File: src/hw/scp_pkg.sv
// package: register map, field layout, timing constants and carriers for the clock prescaler
package scp_pkg;

  // register byte offsets on the wishbone bus
  localparam logic [3:0] ADDR_TRIM = 4'h0; // oscillator_trim
  localparam logic [3:0] ADDR_DIV = 4'h4; // clock_divide_control
  localparam logic [3:0] ADDR_STAT = 4'h8; // status: applied code, settled flag, startup phase
  localparam logic [3:0] ADDR_FUSE = 4'hc; // read-only fuse view

  // field positions
  localparam int TRIM_MSB = 6; // trim_value occupies 6..0
  localparam int DIV_CE_BIT = 7; // divide_change_enable
  localparam int DIV_CODE_MSB = 3; // divide_code occupies 3..0

  // reset values and encodings
  localparam logic [6:0] TRIM_DEFAULT = 7'h40; // reset value; kept after boot only if no factory byte
  localparam logic [3:0] CODE_DIV1 = 4'h0; // divide by 1
  localparam logic [3:0] CODE_DIV8 = 4'h3; // divide by 8, taken at reset only when the divide-by-eight fuse is set
  localparam logic [3:0] CODE_MAX = 4'h8; // divide by 256, above is reserved
  localparam logic [3:0] CLOCK_SOURCE_SELECT_FUSES_EXT = 4'h0; // external clock on the input pin
  localparam logic [1:0] SUT_NONE = 2'h0;
  localparam logic [1:0] SUT_SHORT = 2'h1;
  localparam logic [1:0] SUT_LONG = 2'h2;

  // timing
  localparam int CLK_MHZ = 250; // ref_clk rate
  localparam int UNLOCK_CYCLES = 4; // change-enable life
  localparam int WAKE_CK = 6; // wake-up from power-down / power-save
  localparam int DELAY_SHORT_US = 4100; // 4.1 ms
  localparam int DELAY_LONG_US = 65000; // 65 ms
  localparam int DELAY_SHORT_CYC = DELAY_SHORT_US * CLK_MHZ;
  localparam int DELAY_LONG_CYC = DELAY_LONG_US * CLK_MHZ;

  // fuse straps travel together
  typedef struct packed {
    logic [3:0] clock_source_select_fuses;
    logic [1:0] startup_delay_fuses;
    logic clock_output_fuse;
    logic divide_by_eight_fuse;
  } scp_fuse_t;

  // clocks handed to the rest of the chip
  typedef struct packed {
    logic io_clk;
    logic cpu_clk;
    logic flash_clk;
    logic async_timer_clock;
  } scp_clocks_t;

endpackage

File: src/hw/scp_divider.sv
// glitch-free power-of-two clock divider driven from the undivided clock
`timescale 1ns/10ps
`default_nettype none
module scp_divider #(
  parameter int CODE_W = 4,
  parameter int CNT_W = 8
) (
  // clock and reset
  input wire logic ref_clk,
  input wire logic rst_b,
  // control
  input wire logic [CODE_W-1:0] code_in,
  input wire logic [CODE_W-1:0] reset_code,
  // divided clock and status
  output logic clk_out,
  output logic [CODE_W-1:0] code_active,
  output logic settled
);

  // all state in one struct
  typedef struct packed {
    logic [CNT_W-1:0] cnt; // phase counter of the divided clock
    logic [CODE_W-1:0] code; // setting in effect
    logic clk; // divided clock, from a flop so no decode glitch
    logic boot; // first cycle after reset takes the fuse code
  } scp_div_state_t;

  scp_div_state_t s_r;
  scp_div_state_t s_nxt;

  // half period in ref_clk cycles, minus one; code 0 passes the clock through
  function automatic logic [CNT_W-1:0] half_len(input logic [CODE_W-1:0] c);
    logic [CNT_W:0] one;
    one = {{CNT_W{1'b0}}, 1'b1};
    half_len = (c == '0) ? '0 : CNT_W'((one << (c - 1'b1)) - 1'b1);
  endfunction

  //////////////////////////////////////////////////////////////////////////////
  // next state: code changes only at a rising boundary of the divided clock
  always_comb
  begin
    s_nxt = s_r;
    s_nxt.boot = 1'b0;
    if (s_r.boot)
    begin
      s_nxt.code = reset_code; // strap taken after release, not under reset
    end
    else if (s_r.code == '0)
    begin
      s_nxt.clk = 1'b1; // pass-through mode uses ref_clk directly
      s_nxt.code = code_in;
    end
    else if (s_r.cnt == half_len(s_r.code))
    begin
      s_nxt.cnt = '0;
      s_nxt.clk = ~s_r.clk;
      // swap only as the low half ends, so no period is shorter than both
      if (!s_r.clk)
      begin
        s_nxt.code = code_in; // new rate starts on the next full period
      end
    end
    else
    begin
      s_nxt.cnt = s_r.cnt + 1'b1;
    end
  end

  // state register
  always_ff @(posedge ref_clk or negedge rst_b)
  begin
    if (!rst_b)
    begin
      s_r <= '{cnt: '0, code: '0, clk: 1'b1, boot: 1'b1};
    end
    else
    begin
      s_r <= s_nxt;
    end
  end

  // pass-through mode gates nothing; the mux select only moves at a rising point
  assign clk_out = (s_r.code == '0) ? ref_clk : s_r.clk;
  assign code_active = s_r.code;
  assign settled = (s_r.code == code_in);

endmodule
`default_nettype wire

File: src/hw/scp_top.sv
// system clock prescaler, oscillator trim and clock output control with wishbone slave
`timescale 1ns/10ps
`default_nettype none
module scp_top #(
  parameter int SHORT_DELAY_CYC = scp_pkg::DELAY_SHORT_CYC,
  parameter int LONG_DELAY_CYC = scp_pkg::DELAY_LONG_CYC,
  parameter logic [6:0] FACTORY_TRIM = scp_pkg::TRIM_DEFAULT
) (
  // clock and reset
  input wire logic ref_clk,
  input wire logic rst_b,
  // clock sources
  input wire logic oscillator_input_pin,
  input wire logic rc_osc_clk,
  // straps and factory data
  input wire scp_pkg::scp_fuse_t fuses,
  input wire logic [6:0] factory_trim,
  input wire logic factory_trim_valid,
  // sleep and timer control
  input wire logic wake_req,
  input wire logic timer_sync_mode,
  // wishbone slave
  input wire logic wb_cyc_i,
  input wire logic wb_stb_i,
  input wire logic wb_we_i,
  input wire logic [3:0] wb_adr_i,
  input wire logic [3:0] wb_sel_i,
  input wire logic [31:0] wb_dat_i,
  output logic [31:0] wb_dat_o,
  output logic wb_ack_o,
  output logic wb_err_o,
  // clock outputs
  output scp_pkg::scp_clocks_t clocks,
  output logic [6:0] rc_trim,
  output logic ext_clk_sel,
  output logic irq_block,
  output logic cpu_run,
  // port b bit 0 as two signals
  output logic portb0_out,
  output logic portb0_oe_b
);

  //////////////////////////////////////////////////////////////////////////////
  // state
  // the phase machine gates cpu_run only; the divided clocks keep running in
  // every phase, so the clock pin toggles through the reset delay as well
  // hold counts the fuse-picked reset delay, wake counts the restart after sleep

  typedef enum logic [1:0] {
    ST_HOLD = 2'b00, // reset delay counting
    ST_RUN = 2'b01, // clocks running
    ST_WAKE = 2'b10 // wake-up count after sleep
  } scp_phase_t;

  typedef struct packed {
    scp_phase_t phase;
    logic [31:0] dly; // start-up delay counter
    logic [6:0] trim; // trim_value
    logic ce; // divide_change_enable
    logic [2:0] ce_cnt; // cycles since enable
    logic [3:0] code; // requested divide_code
    logic ack; // wishbone ack
    logic err; // wishbone error
    logic [31:0] rdata; // wishbone read data
    logic wake_q; // previous wake level
    logic boot; // first cycle after reset
  } scp_state_t;

  scp_state_t s_r;
  scp_state_t s_nxt;

  // synchroniser for the wake pin; stage one is read only by stage two
  logic wake_s1_r;
  logic wake_s2_r;

  // divider status
  logic div_clk;
  logic [3:0] code_active;
  logic div_settled;
  logic [3:0] reset_code;
  logic [3:0] code_to_div;

  //////////////////////////////////////////////////////////////////////////////
  // helpers

  // reset delay length picked from the startup fuses
  // counts are in ref_clk cycles, so they scale with the module parameters
  function automatic logic [31:0] startup_len(input logic [1:0] sut);
    unique case (sut)
      scp_pkg::SUT_NONE: startup_len = 32'h0;
      scp_pkg::SUT_SHORT: startup_len = 32'(SHORT_DELAY_CYC);
      scp_pkg::SUT_LONG: startup_len = 32'(LONG_DELAY_CYC);
      default: startup_len = 32'h0; // reserved code: treated as no delay
    endcase
  endfunction

  // reserved codes fall back to the largest legal divider
  function automatic logic [3:0] legal_code(input logic [3:0] c);
    legal_code = (c > scp_pkg::CODE_MAX) ? scp_pkg::CODE_MAX : c;
  endfunction

  //////////////////////////////////////////////////////////////////////////////
  // wake synchroniser
  // wake pin is asynchronous: two flops before the phase machine looks at it

  always_ff @(posedge ref_clk or negedge rst_b)
  begin
    if (!rst_b)
    begin
      wake_s1_r <= 1'b0;
      wake_s2_r <= 1'b0;
    end
    else
    begin
      wake_s1_r <= wake_req;
      wake_s2_r <= wake_s1_r;
    end
  end

  //////////////////////////////////////////////////////////////////////////////
  // next state

  always_comb
  begin
    logic hit;
    logic wr;
    logic [3:0] adr;
    s_nxt = s_r;
    hit = wb_cyc_i && wb_stb_i && !s_r.ack && !s_r.err;
    wr = hit && wb_we_i && wb_sel_i[0];
    adr = wb_adr_i;
    s_nxt.ack = 1'b0;
    s_nxt.err = 1'b0;
    s_nxt.boot = 1'b0;
    s_nxt.wake_q = wake_s2_r;

    // boot cycle: catch trim and the reset delay after release
    if (s_r.boot)
    begin
      s_nxt.trim = factory_trim_valid ? factory_trim : FACTORY_TRIM;
      s_nxt.dly = startup_len(fuses.startup_delay_fuses);
      s_nxt.phase = ST_HOLD;
      // the fuse-picked divide code lands in the register, so readback matches
      // the divider from the first access on
      s_nxt.code = reset_code;
    end
    else
    begin
      // phase machine
      unique case (s_r.phase)
        ST_HOLD:
        begin
          if (s_r.dly == 32'h0)
          begin
            s_nxt.phase = ST_RUN;
          end
          else
          begin
            s_nxt.dly = s_r.dly - 32'h1;
          end
        end
        ST_RUN:
        begin
          // rising wake event starts the six-clock restart
          if (wake_s2_r && !s_r.wake_q)
          begin
            s_nxt.phase = ST_WAKE;
            s_nxt.dly = 32'(scp_pkg::WAKE_CK - 1);
          end
        end
        ST_WAKE:
        begin
          if (s_r.dly == 32'h0)
          begin
            s_nxt.phase = ST_RUN;
          end
          else
          begin
            s_nxt.dly = s_r.dly - 32'h1;
          end
        end
        default: s_nxt.phase = ST_RUN; // illegal code recovers to run
      endcase
    end

    // unlock window ages out after four cycles
    // a fresh enable write in the aging cycle wins: the bus branch below runs last
    if (s_r.ce)
    begin
      if (s_r.ce_cnt == 3'(scp_pkg::UNLOCK_CYCLES - 1))
      begin
        s_nxt.ce = 1'b0;
        s_nxt.ce_cnt = 3'h0;
      end
      else
      begin
        s_nxt.ce_cnt = s_r.ce_cnt + 3'h1;
      end
    end

    // bus access: one-cycle answer
    // hit is masked while ack or err stands, so a master that holds stb for the
    // answer edge is not taken twice
    if (hit)
    begin
      s_nxt.ack = 1'b1;
      s_nxt.rdata = 32'h0;
      unique case (adr)
        scp_pkg::ADDR_TRIM:
        begin
          if (wr)
          begin
            s_nxt.trim = wb_dat_i[scp_pkg::TRIM_MSB:0];
          end
          s_nxt.rdata = {25'h0, s_r.trim}; // bit 7 reads zero
        end
        scp_pkg::ADDR_DIV:
        begin
          if (wr)
          begin
            if (wb_dat_i[scp_pkg::DIV_CE_BIT] && wb_dat_i[6:0] == 7'h0)
            begin
              s_nxt.ce = 1'b1; // open the window, restart its count
              s_nxt.ce_cnt = 3'h0;
            end
            else if (!wb_dat_i[scp_pkg::DIV_CE_BIT] && s_r.ce)
            begin
              // any code, any fuse setting
              s_nxt.code = wb_dat_i[scp_pkg::DIV_CODE_MSB:0];
              s_nxt.ce = 1'b0;
              s_nxt.ce_cnt = 3'h0;
            end
            // otherwise the code is kept as it is
          end
          s_nxt.rdata = {24'h0, s_r.ce, 3'h0, s_r.code};
        end
        scp_pkg::ADDR_STAT:
        begin
          s_nxt.rdata = {24'h0, div_settled, 1'b0, s_r.phase, code_active};
        end
        scp_pkg::ADDR_FUSE:
        begin
          s_nxt.rdata = {24'h0, fuses};
        end
        default:
        begin
          s_nxt.ack = 1'b0; // unmapped address answers with err
          s_nxt.err = 1'b1;
        end
      endcase
    end
  end

  // state register
  // async reset assigns constants only; fuses and the factory byte wait for boot
  always_ff @(posedge ref_clk or negedge rst_b)
  begin
    if (!rst_b)
    begin
      s_r <= '{phase: ST_HOLD, dly: 32'h0, trim: scp_pkg::TRIM_DEFAULT, ce: 1'b0,
               ce_cnt: 3'h0, code: scp_pkg::CODE_DIV1, ack: 1'b0, err: 1'b0,
               rdata: 32'h0, wake_q: 1'b0, boot: 1'b1};
    end
    else
    begin
      s_r <= s_nxt;
    end
  end

  //////////////////////////////////////////////////////////////////////////////
  // divider

  // fuse selects the code the divider starts
  assign reset_code = fuses.divide_by_eight_fuse ? scp_pkg::CODE_DIV8 : scp_pkg::CODE_DIV1;
  // reserved codes are clamped only on the way to the divider; the register
  // still reads back what software wrote
  assign code_to_div = legal_code(s_r.code);
  // the divider swaps codes only at a rising boundary, so this path needs no handshake

  scp_divider #(
    .CODE_W(4),
    .CNT_W(8)
  ) u_div (
    .ref_clk(ref_clk),
    .rst_b(rst_b),
    .code_in(code_to_div),
    .reset_code(reset_code),
    .clk_out(div_clk),
    .code_active(code_active),
    .settled(div_settled)
  );

  //////////////////////////////////////////////////////////////////////////////
  // outputs

  // external source selected by fuse pattern 0000
  assign ext_clk_sel = (fuses.clock_source_select_fuses == scp_pkg::CLOCK_SOURCE_SELECT_FUSES_EXT);
  assign rc_trim = s_r.trim; // monotonic trim to the oscillator

  // synchronous domains all take the divided clock
  assign clocks.io_clk = div_clk;
  assign clocks.cpu_clk = div_clk;
  assign clocks.flash_clk = div_clk;
  // async timer divided only while clocked synchronously
  assign clocks.async_timer_clock = timer_sync_mode ? div_clk : oscillator_input_pin;

  // interrupts stay blocked exactly while the unlock window is open
  assign irq_block = s_r.ce;
  // cpu held through the reset delay and the six-clock wake
  assign cpu_run = (s_r.phase == ST_RUN) && !s_r.boot;

  // clock out runs during reset too, and carries the divided clock
  // limitation: the pin shows ref_clk itself at divide by one, so it is only as
  // clean as the source clock
  assign portb0_out = div_clk;
  assign portb0_oe_b = ~fuses.clock_output_fuse;

  // bus answers
  assign wb_ack_o = s_r.ack;
  assign wb_err_o = s_r.err;
  assign wb_dat_o = s_r.rdata;

endmodule
`default_nettype wire

File: config.mk
export PLATFORM = sky130hd
export DESIGN_NAME = scp_top
export DESIGN_NICKNAME = d
export VERILOG_FILES = /design/src/hw/scp_pkg.sv /design/src/hw/scp_divider.sv /design/src/hw/scp_top.sv
export SDC_FILE = /design/constraint.sdc
export NUM_CORES = 1
export LEC_CHECK = 0
export CORE_MARGIN = 1.5
export CORE_UTILIZATION = 58
export CTS_CLUSTER_DIAMETER = 60
export DETAILED_ROUTE_END_ITERATION = 10
export DONT_BUFFER_PORTS = 1
export HOLD_SLACK_MARGIN = 0.06
export MAX_ROUTING_LAYER = met4
export PLACE_DENSITY = 0.82
export RECOVER_POWER = 25
export SKIP_CTS_REPAIR_TIMING = 1
export SYNTH_ARGS = -nofsm -noshare
export SYNTH_HDL_FRONTEND = slang
export SYNTH_HIERARCHICAL = 1
export SYNTH_SLANG_ARGS = --single-unit
File: constraint.sdc
create_clock -name ref_clk -period 2.5 [get_ports ref_clk]
set_input_delay 0.75 -clock ref_clk [delete_from_list [all_inputs] [get_ports ref_clk]]
set_output_delay 0.75 -clock ref_clk [all_outputs]
set_load 0.1 [all_outputs]
Word level (Yosys, flattened, before mapping) --
Index checks and enable logic that the tools add are counted.
Storage, ports and cells: register bits after elaboration 100, input bits 65, output and inout bits 50, logic and storage cells 104
Operators by class: $add $sub $neg 5, order comparisons 1, equality and inequality tests 14, shift-type cells 1, mux-type cells 33, bitwise logic cells 4, reductions and logical operators 30
Operator list (number):
- two-way mux 34 bit | 2
- case mux 32 bit (2 select lines) | 1
- two-way mux 49 bit | 1
- case mux 24 bit (2 select lines) | 1
- two-way mux 8 bit | 5
- zero test 32 bit | 1
- two-way mux 32 bit | 1
- case mux 8 bit (4 select lines) | 1
- subtractor 32 x 1 -> 32 bit, second input constant | 1
- two-way mux 4 bit | 7
- two-way mux 7 bit | 4
- zero test 4 bit | 3
- two-way mux 5 bit | 2
- logical AND 1 bit | 9
- adder 8 x 1 -> 8 bit, second input constant | 1
- == test 4 bit, second input constant | 2
- == test 8 bit | 1
- AND reduction 2 bit | 4
- left shift 1 x 4 -> 8 bit, first input constant | 1
- subtractor 8 x 1 -> 8 bit, second input constant | 1
- zero test 7 bit | 1
- two-way mux 2 bit | 3
- inequality test 3 x 2 -> 1 bit, second input constant | 2
- nonzero test 3 bit | 2
- other kinds (20) | 31

Logic depth before layout (Yosys ltp) --
Gate-level depths: netlist of the first run.
depth in word-level cells 8, mapped depth 13, depth with buffers taken out 10

Modules after synthesis --
The synthesis of the first run kept the hierarchy.
By module, submodules not included:
- scp_top | times used 1, cells each 417, area an instance 3876.2 um^2, seq. area each 1579.0 um^2
- scp_divider | times used 1, cells each 133, area an instance 1146.1 um^2, seq. area each 352.8 um^2

==> results.py, run 1 <==
metrics = {
    "logic_synthesis": {
        "synth_common_cells": "73 x dfrtp_1, 47 x buf_4, 42 x nand2_1",
        "synth.largest_area_cell": "dfrtp_1",
        "yosys-top-cells-area": "dfrtp_1 36%, buf_4 7.0%, a22o_1 3.7%, o21ai_0 3.6%, nand2_1 3.1%",
        "synth_top_cell_area_share": 0.364,
        "ys_seq_elements": 77,
        "yosysSeqAreaShare": 0.385,
        "ys_types": 69,
        "yosysMostFrequentCell": "dfrtp_1",
        "synthFlopType": "dfrtp_1",
        "netlist_area_sq_um": 5020,
        "synth_cells": 550,
        "synthArstFlopShare": 1.00,
        "syn_avg_cell_area_sq_um": 9.13,
        "ys_warn_count": 6,
        "synth_edf_count": 0,
    },
    "critical_path": {
        "critPathSlowestCell": "o21ai_4",
        "path_class": "flop to output port",
        "crit_chain": "inv_2 -> o21ai_4 -> mux2_4",
        "cp-end-kind": "output port",
        "crit_arrival_ns": 3.69,
        "critPathMaxStageDelay_ns": 1.94,
        "start_kind": "flop",
        "cp.required_ns": 1.75,
        "rrSetupSlack_ns": -0.23,
        "crit_path_max_fanout": 5,
    },
    "floorplanning": {
        "die_x_microns": 96.1,
        "start_util": 0.605,
        "ios": 115,
        "std_cell_rows": 33,
        "die_area_sq_um": 9230,
        "coreArea_sq_um": 8300,
        "die_y_microns": 96.1,
    },
    "timing": {
        "finalCritPeriodShare": 1.78,
        "clock.fmax_mhz": 225,
        "period_minus_slack_ns": 4.44,
        "hold_viol": 0,
        "tightest_slew_ns": 2.65,
        "finalMaxSlewViolations": 76,
        "postLayoutSetupSlackWorst_ns": -1.94,
        "finalClockSkew_ns": 0.0127,
        "whs_ns": 0.101,
        "finalSetupViolations": 21,
        "rsz0062_at_grt": "true",
        "relSlewSlack": -0.776,
    },
    "cts": {
        "cts_tree": "yes",
        "clk_pin_slew_ns": 0.09,
        "clkLatencyLatePin_ns": 0.48,
    },
    "detailed_routing": {
        "ant_nets": 0,
        "via_count": 4618,
        "drt_first_pass_iters": 8,
        "routed_wl_microns": 13700,
        "drt_iter0_drc": 566,
        "wire_per_inst_microns": 20.1,
        "avgViaCountPerCell": 6.81,
        "drc": 0,
    },
    "global_routing": {
        "grt_overflow_total": 0,
        "antenna_found_initial": 0,
        "grt_first_pass_wirelength_microns": 19300,
        "track_usage": 0.281,
        "grt_max_degree": 78,
        "grt_pass1_vias": 4066,
    },
    "power_and_ir_drop": {
        "irDropWorstVdd_uv": 628,
        "power_density_nw_per_um2": 816,
        "p_comb_frac": 0.332,
        "leakagePower_nw": 2.51,
        "p_int_w": 0.00252,
        "pwr-share-clk": 0.310,
        "power.net_switching_w": 0.00214,
        "seqPwrFrac": 0.358,
        "netSwitchingFraction": 0.460,
    },
    "layout": {
        "multi_input_area_sq_um": 2830,
        "diodes": 0,
        "nNetsFinal": 639,
        "postLayoutCoreUtil": 0.688,
        "num-fill-cells": 576,
        "drive_gt1_frac": 0.255,
        "ff_latch_area_sq_um": 1930,
        "area_delta_synth_final_pct": 13.8,
    },
    "placed_design": {
        "hpwlAfterDp_microns": 8490,
        "place_congestion": 0.944,
        "io_buffers": 0,
    },
    "outcome": {
        "status": "finished, violations left",
        "violations": "capacitance limit, slew limit, setup timing",
    },
    "min_path": {
        "hold_class": "input port to asynchronous set/reset pin",
    },
    "run": {
        "maxCapViolations": 2,
    },
}
## path summary, 6_finish.rpt
kind                                      start              endpoint  depth (start not counted)
setup / recovery                   u_div/s_r[1]             clocks[0]                          3
hold / removal                            rst_b          u_div/s_r[0]                          0
setup reg to reg           u_div/code_active[2]         u_div/s_r[12]                         14
hold reg to reg                       wake_s1_r             wake_s2_r                          0
max in group asynchronous                 rst_b  u_div/code_active[2]                          1
min in group ref_clk                   wake_req             wake_s1_r                          0
## placed cells by master, fill, tap and decap left out, types with 11 or more instances in the layout
master	n
dfrtp_1	71
buf_4	48
nand2_1	40
nor2_1	31
o21ai_0	30
conb_1	28
a22o_1	21
nor3_1	16
o22ai_1	16
a21oi_1	15
inv_1	13
mux2i_1	13
clkbuf_8	12
buf_6	12
or3_1	11
## stage by stage
stage / total power (W) / std cells / instance area [sq um] / TNS (ns) / setup slack (ns)
after floorplan: 0.00319 / 576 / 5220 / -0.891 / -0.232
after global placement: 0.00329 / 647 / 5200 / -6.14 / -1.41
after detailed placement: 0.00336 / 647 / 5200 / -7.45 / -1.42
after CTS: 0.00441 / 666 / 5430 / -11.76 / -1.97
after global routing: 0.00485 / 678 / 5710 / -10.81 / -2.02
final: 0.00466 / 678 / 5710 / -9.23 / -1.94
## state kept, by name, indices dropped and copies added, names as in the netlist
signal / cells
wake_s1_r: 1
s_r: 43
u_div/code_active: 4
rc_trim: 7
wake_s2_r: 1
wb_err_o: 1
u_div/s_r: 10
irq_block: 1
wb_ack_o: 1
wb_dat_o: 8
## metal layers
metal | vias up | routed length (microns) | global-route usage
li1 | 1993 | - | -
met3 | 57 | 1310 | 0.0671
met5 | - | 0 | -
met1 | 2241 | 5250 | 0.342
met4 | 0 | 429 | 0.103
met2 | 327 | 6660 | 0.455
## power groups by stage
stage / registers, W / logic (W) / clock network [W]
floorplan: 0.00159 / 0.00118 / 0.000419
finish: 0.00167 / 0.00155 / 0.00144
CTS: 0.00165 / 0.00132 / 0.00144
global route: 0.00169 / 0.00165 / 0.00151
detailed placement: 0.00168 / 0.00130 / 0.000375
global placement: 0.00166 / 0.00126 / 0.000375
## layout make-up
type,instances,area share
multi-input combinational,398,0.496
sequential,77,0.339
timing repair buffer,62,0.0911
clock buffer,12,0.0289
tap,105,0.0230
inverter,16,0.0114
clock inverter,7,0.0105
timing repair inverter,1,0.000876
## critical path: cells and delay by family, from the launching register on
| family | cells | cell delay [ns] |
|---|---|---|
| flops | 1 | 0.56 |
| compound gates | 1 | 1.94 |
| mux | 1 | 0.65 |
| buf+inv | 1 | 0.05 |
## cells by family after synthesis
group           synth area share
mux                       0.0595
buf+inv                    0.115
fa+ha+maj                 0.0149
other cells              0.00150
flops                      0.385
xor+xnor                  0.0140
compound gates             0.213
simple gates               0.198
(Power assumes the default switching activity.)
==> inputs of run 2 (changes only) <==
--- a/config.mk
+++ b/config.mk
@@ -5,14 +5,16 @@
 export SDC_FILE = /design/constraint.sdc
 export NUM_CORES = 1
 export LEC_CHECK = 0
+export BUFFER_PORTS_ARGS = -buffer_cell sky130_fd_sc_hd__buf_2
+export CELL_PAD_IN_SITES_DETAIL_PLACEMENT = 1
+export CELL_PAD_IN_SITES_GLOBAL_PLACEMENT = 1
 export CORE_MARGIN = 1.5
-export CORE_UTILIZATION = 58
+export CORE_UTILIZATION = 37
 export CTS_CLUSTER_DIAMETER = 60
 export DETAILED_ROUTE_END_ITERATION = 10
-export DONT_BUFFER_PORTS = 1
 export HOLD_SLACK_MARGIN = 0.06
 export MAX_ROUTING_LAYER = met4
-export PLACE_DENSITY = 0.82
+export PLACE_DENSITY = 0.83
 export RECOVER_POWER = 25
 export SKIP_CTS_REPAIR_TIMING = 1
 export SYNTH_ARGS = -nofsm -noshare
==> run 2 against run 1 <==
Compared with the run above:
- the flow now stops in global routing (5_1_grt)
- synthesized cell count did not move
- area after synthesis did not move
==> results.py, run 2 <==
metrics = {
    "placed_design": {
        "placed_cells_incl_taps": 768,
        "place_congestion": 0.867,
        "place_ws_ns": -0.124,
        "io_buffers": 62,
        "hpwlAfterDp_microns": 10500,
    },
    "outcome": {
        "failing_step": "global routing (5_1_grt)",
        "status": "aborted with a tool error",
        "error": "[ERROR GRT-0232] Routing congestion too high. Check the congestion heatmap in the GUI.",
    },
    "floorplanning": {
        "start_util": 0.379,
        "ios": 115,
        "std_cell_rows": 42,
        "die_x_microns": 120,
        "die_y_microns": 120,
    },
    "logic_synthesis": {
        "yosysMostFrequentCell": "dfrtp_1",
        "yosys-top-cells-area": "dfrtp_1 36%, buf_4 7.0%, a22o_1 3.7%, o21ai_0 3.6%, nand2_1 3.1%",
        "synth_cells": 550,
        "syn_avg_cell_area_sq_um": 9.13,
        "yosysSeqAreaShare": 0.385,
        "ys_types": 69,
        "synth_top_cell_area_share": 0.364,
        "ys_warn_count": 6,
        "ys_seq_elements": 77,
        "netlist_area_sq_um": 5020,
        "synthArstFlopShare": 1.00,
        "synth_common_cells": "73 x dfrtp_1, 47 x buf_4, 42 x nand2_1",
        "synth_edf_count": 0,
        "synth.largest_area_cell": "dfrtp_1",
        "synthFlopType": "dfrtp_1",
    },
    "global_routing": {
        "grt_overflow_total": 197000,
        "track_usage": 20.9,
        "grt_max_degree": 47,
    },
}
-- run 2: cell counts after synthesis --
Identical to the previous run, type by type.
-- run 2: kinds of logic after synthesis --
logic type / Yosys count / share of synthesized area
flip-flops: 77 / 0.385
multiplexers: 24 / 0.0595
AO/OA/AOI/OAI: 156 / 0.213
buffers and inverters: 101 / 0.115
adder cells (fa/ha/maj): 6 / 0.0149
AND/OR/NAND/NOR: 176 / 0.198
XOR/XNOR: 8 / 0.0140
other: 2 / 0.00150
-- run 2: metrics by stage --
stage	TNS, ns	cell area (sq um)
2_1_floorplan	-0.891	5220
3_3_place_gp	-0.124	5560
3_5_place_dp	-0.738	5560
4_1_cts	-5.96	6140
-- run 2: layer usage --
| layer | GRT usage | GRT overflow |
|---|---|---|
| met5 | - | - |
| met4 | 97.7 | 131000 |
| met3 | 31.2 | 65500 |
| met2 | 0.376 | 0 |
| met1 | 0.268 | 0 |
==> inputs of run 3 (changes only) <==
--- a/config.mk
+++ b/config.mk
@@ -6,15 +6,10 @@
 export NUM_CORES = 1
 export LEC_CHECK = 0
 export BUFFER_PORTS_ARGS = -buffer_cell sky130_fd_sc_hd__buf_2
-export CELL_PAD_IN_SITES_DETAIL_PLACEMENT = 1
-export CELL_PAD_IN_SITES_GLOBAL_PLACEMENT = 1
 export CORE_MARGIN = 1.5
-export CORE_UTILIZATION = 37
-export CTS_CLUSTER_DIAMETER = 60
+export CORE_UTILIZATION = 40
 export DETAILED_ROUTE_END_ITERATION = 10
-export HOLD_SLACK_MARGIN = 0.06
-export MAX_ROUTING_LAYER = met4
-export PLACE_DENSITY = 0.83
+export PLACE_DENSITY_LB_ADDON = 0.15
 export RECOVER_POWER = 25
 export SKIP_CTS_REPAIR_TIMING = 1
 export SYNTH_ARGS = -nofsm -noshare
==> constraint.sdc (replaced) <==
create_clock -name ref_clk -period 3.25 [get_ports ref_clk]
set_input_delay 0.975 -clock ref_clk [delete_from_list [all_inputs] [get_ports ref_clk]]
set_output_delay 0.975 -clock ref_clk [all_outputs]
set_load 0.1 [all_outputs]
==> run 3 against run 2 <==
Compared with the run above:
- the flow now finishes, with violations (capacitance limit, slew limit, setup timing)
==> results.py, run 3 (synthesis results as in run 1) <==
metrics = {
    "timing": {
        "finalMaxSlewViolations": 78,
        "relSlewSlack": -0.332,
        "finalSetupTns_ns": -0.205,
        "rsz0062_at_grt": "true",
        "hold_viol": 0,
        "postLayoutSetupSlackWorst_ns": -0.176,
        "tightest_slew_ns": 2.00,
        "finalSetupViolations": 2,
        "finalClockSkew_ns": 0.00548,
    },
    "placed_design": {
        "dpl-instance-area_sq_um": 5280,
        "placed_cells_incl_taps": 736,
        "place_congestion": 0.799,
        "hpwlAfterDp_microns": 8520,
        "place_ws_ns": 0.0196,
        "io_buffers": 62,
    },
    "critical_path": {
        "critPathSlowestCell": "mux2_4",
        "cp.required_ns": 2.27,
        "crit_chain": "clkbuf_16 -> nand2_4 -> o21ai_4 -> clkbuf_16 -> mux2_4 -> buf_12",
        "path_class": "clock port to output port",
        "crit_arrival_ns": 2.45,
        "critPathMostFrequentCell": "clkbuf_16",
        "crit_path_max_fanout": 3,
        "start_kind": "clock port",
        "cp_top_family": "buffers and inverters",
        "critPathMaxStageDelay_ns": 0.26,
        "cp-end-kind": "output port",
        "path_buf_inv": 3,
    },
    "detailed_routing": {
        "routed_wl_microns": 12500,
        "drt_first_pass_iters": 4,
        "drc": 0,
        "ant_nets": 0,
        "drt_iter0_drc": 413,
        "via_count": 4207,
        "wire_per_inst_microns": 16.5,
        "avgViaCountPerCell": 5.55,
    },
    "global_routing": {
        "use_met1": 0.276,
        "track_usage": 0.198,
        "busiest_layer": "met2",
        "grt_max_degree": 78,
        "use_met2": 0.293,
        "grt_first_pass_wirelength_microns": 20300,
        "grt_overflow_total": 0,
        "met3_usage": 0.0564,
        "grt_pass1_vias": 3938,
        "antenna_found_initial": 0,
    },
    "layout": {
        "diodes": 0,
        "instances_no_fill": 758,
        "multi_input_area_sq_um": 2660,
        "final_cell_mix": "73 x dfrtp_1, 57 x buf_2, 41 x nand2_1, 35 x o21ai_0, 32 x nor2_1",
        "ff_latch_area_sq_um": 1930,
        "final_area_sq_um": 5700,
        "area_delta_synth_final_pct": 13.4,
        "postLayoutCoreUtil": 0.470,
        "largest_reg_flops": 43,
        "num-fill-cells": 1192,
        "drive_gt1_frac": 0.227,
        "final_common_cell": "dfrtp_1",
        "regMostFlops": "s_r",
        "nNetsFinal": 655,
    },
    "power_and_ir_drop": {
        "irDropWorstVdd_uv": 418,
        "power_density_nw_per_um2": 658,
        "leakagePower_nw": 2.56,
    },
    "floorplanning": {
        "die_y_microns": 115,
        "coreArea_sq_um": 12100,
        "die_x_microns": 115,
        "ios": 115,
        "start_util": 0.415,
        "std_cell_rows": 40,
        "die_area_sq_um": 13200,
    },
    "outcome": {
        "violations": "capacitance limit, slew limit, setup timing",
        "status": "finished, violations left",
    },
    "cts": {
        "clk_pin_slew_ns": 0.06,
        "cts_tree": "yes",
        "clkLatencyLatePin_ns": 0.44,
    },
    "min_path": {
        "hold_class": "flop to flop",
    },
    "run": {
        "maxCapViolations": 1,
    },
}
==> run 3: where the power goes <==
part | internal, W | total (W) | switching [W] | leakage [nW]
combinational | 0.000346 | 0.00102 | 0.000673 | 1.34
clock | 0.000766 | 0.00149 | 0.000720 | 0.225
sequential | 0.00109 | 0.00124 | 0.000154 | 0.990
total | 0.00220 | 0.00375 | 0.00155 | 2.56
==> run 3: area by class of cell <==
type,instances,area share
Multi-Input combinational cell,398,0.467
Sequential cell,77,0.339
Timing Repair Buffer,73,0.0718
Clock buffer,22,0.0701
Tap cell,168,0.0369
Inverter,16,0.0105
Clock inverter,4,0.00439
==> run 3: path summary, 6_finish.rpt <==
path                            slack, ns           end                 start  depth (start not counted)
max in group asynchronous            0.98       s_r[59]                 rst_b                          1
worst max register to register       0.21  u_div/s_r[6]  u_div/code_active[0]                         11
min in group asynchronous            1.08       s_r[78]                 rst_b                          1
worst min-delay path                 0.35     wake_s2_r             wake_s1_r                          0
worst max-delay path                -0.18     clocks[0]               ref_clk                          6
worst min register to register       0.35     wake_s2_r             wake_s1_r                          0
==> run 3: routing by layer <==
layer | part of all wire | vias up
li1 | - | 2025
met1 | 0.48 | 2029
met2 | 0.45 | 142
met3 | 0.057 | 11
met4 | 0.0098 | 0
met5 | 0 | -
==> run 3: stage by stage <==
step / hold WS (ns) / power, W
after global routing: 0.360 / 0.00395
after CTS: 0.354 / 0.00407
after detailed placement: 0.344 / 0.00257
after floorplan: 0.331 / 0.00241
final: 0.354 / 0.00375
after global placement: 0.340 / 0.00254
==> inputs of run 4 (changes only) <==
--- a/config.mk
+++ b/config.mk
@@ -5,7 +5,7 @@
 export SDC_FILE = /design/constraint.sdc
 export NUM_CORES = 1
 export LEC_CHECK = 0
-export BUFFER_PORTS_ARGS = -buffer_cell sky130_fd_sc_hd__buf_2
+export BUFFER_PORTS_ARGS = -buffer_cell sky130_fd_sc_hd__buf_4
 export CORE_MARGIN = 1.5
 export CORE_UTILIZATION = 40
 export DETAILED_ROUTE_END_ITERATION = 10
==> run 4 against run 3 <==
Compared with the run above:
- the run still ends with capacitance limit, slew limit, setup timing left
- sequential power about the same
- critical path depth unchanged
- clock skew increased by 0.0027 ns
- via count increased by 2.3%
- global-route usage increased by 0.92 points
- worst setup slack improved by 0.0048 ns
- count of clock-buffer cells in the layout decreased by 3
- register-to-register slack improved by 0.10 ns
- critical endpoint unchanged
- largest power group unchanged
==> results.py, run 4 (synthesis results as in run 1) <==
metrics = {
    "power_and_ir_drop": {
        "irDropWorstVdd_uv": 377,
        "leakagePower_nw": 2.67,
        "power_density_nw_per_um2": 680,
    },
    "detailed_routing": {
        "drt_iter0_drc": 446,
        "drc": 0,
        "wire_per_inst_microns": 17.0,
        "drt_first_pass_iters": 4,
        "avgViaCountPerCell": 5.62,
        "via_count": 4303,
        "ant_nets": 0,
        "routed_wl_microns": 13000,
    },
    "layout": {
        "postLayoutCoreUtil": 0.493,
        "instances_no_fill": 765,
        "final_cell_mix": "79 x buf_4, 72 x dfrtp_1, 41 x nand2_1, 35 x o21ai_0, 32 x nor2_1",
        "diodes": 0,
        "nNetsFinal": 662,
        "regMostFlops": "s_r",
        "largest_reg_flops": 43,
        "final_common_cell": "buf_4",
        "num-fill-cells": 1131,
        "drive_gt1_frac": 0.243,
        "area_delta_synth_final_pct": 18.8,
    },
    "global_routing": {
        "grt_overflow_total": 0,
        "grt_max_degree": 40,
        "track_usage": 0.207,
        "antenna_found_initial": 0,
        "grt_pass1_vias": 4096,
        "grt_first_pass_wirelength_microns": 21000,
    },
    "critical_path": {
        "cp.required_ns": 2.27,
        "crit_arrival_ns": 2.45,
        "cp-end-kind": "output port",
        "critPathMostFrequentCell": "clkbuf_16",
        "critPathMaxStageDelay_ns": 0.27,
        "crit_chain": "clkbuf_16 -> nand2_4 -> o21ai_4 -> clkbuf_16 -> mux2_4 -> buf_12",
        "path_buf_inv": 3,
        "start_kind": "clock port",
        "crit_path_max_fanout": 3,
        "cp_top_family": "buffers and inverters",
        "critPathSlowestCell": "mux2_4",
        "path_class": "clock port to output port",
    },
    "timing": {
        "finalSetupViolations": 3,
        "relSlewSlack": -0.468,
        "rsz0062_at_grt": "true",
        "finalMaxSlewViolations": 40,
        "postLayoutSetupSlackWorst_ns": -0.171,
        "whs_ns": 0.361,
        "finalClockSkew_ns": 0.00820,
        "hold_viol": 0,
        "tightest_slew_ns": 2.20,
    },
    "floorplanning": {
        "ios": 115,
        "start_util": 0.415,
        "die_area_sq_um": 13200,
        "coreArea_sq_um": 12100,
        "die_x_microns": 115,
        "die_y_microns": 115,
        "std_cell_rows": 40,
    },
    "cts": {
        "clkLatencyLatePin_ns": 0.46,
        "cts_tree": "yes",
        "clk_pin_slew_ns": 0.06,
    },
    "placed_design": {
        "placed_cells_incl_taps": 739,
        "place_congestion": 0.841,
        "place_ws_ns": 0.0694,
        "hpwlAfterDp_microns": 8750,
        "io_buffers": 62,
    },
    "outcome": {
        "status": "finished, violations left",
        "violations": "capacitance limit, slew limit, setup timing",
    },
    "run": {
        "maxCapViolations": 1,
    },
    "min_path": {
        "hold_class": "flop to flop",
    },
}
-- run 4: changes by cell type in the layout (fill, tap and decap cells not counted), moves of 2 or more --
cell	delta
clkinv_4	+4
buf_12	+2
clkinvlp_4	-2
buf_4	+64
clkbuf_1	-3
bufinv_16	+2
buf_2	-57
buf_6	-4
-- run 4: report_power, final --
group	switching, W	total (W)	internal (W)
registers	0.000144	0.00123	0.00109
logic	0.000694	0.00107	0.000378
clock network	0.000766	0.00175	0.000985
total	0.00160	0.00406	0.00245
-- run 4: per-stage QoR --
step	cell area (sq um)	power [W]	TNS (ns)
after CTS	6050	0.00434	-4.04
after global placement	5450	0.00260	0
after floorplan	5150	0.00241	-0.544
after global routing	5970	0.00427	-0.341
after detailed placement	5450	0.00262	0
final	5970	0.00406	-0.247
-- run 4: worst paths after layout --
check,startpoint,endpoint,slack [ns],depth (start not counted)
setup / recovery,ref_clk,clocks[0],-0.17,6
hold / removal,wake_s1_r,wake_s2_r,0.36,0
setup reg to reg,u_div/code_active[0],u_div/s_r[6],0.31,12
hold reg to reg,wake_s1_r,wake_s2_r,0.36,0
max in group asynchronous,rst_b,rc_trim[6],0.58,2
min in group asynchronous,rst_b,s_r[53],1.17,1
-- run 4: area by class of cell --
cell class	instances	area, sq um	share of cell area
clock inverters	8	118	0.0197
multi-input cells	398	2650	0.444
inverters	16	60.1	0.0101
repair buffers	79	587	0.0983
well taps	168	210	0.0352
clock buffers	19	408	0.0684
flip-flops and latches	77	1930	0.324
-- run 4: per-layer routing --
| metal | global-route usage | routed length, microns | vias up |
|---|---|---|---|
| met5 | 0 | 0 | - |
| met4 | 0.123 | 315 | 0 |
| met3 | 0.0459 | 821 | 26 |
| met2 | 0.304 | 5780 | 183 |
| met1 | 0.280 | 6050 | 2051 |
| li1 | - | - | 2043 |
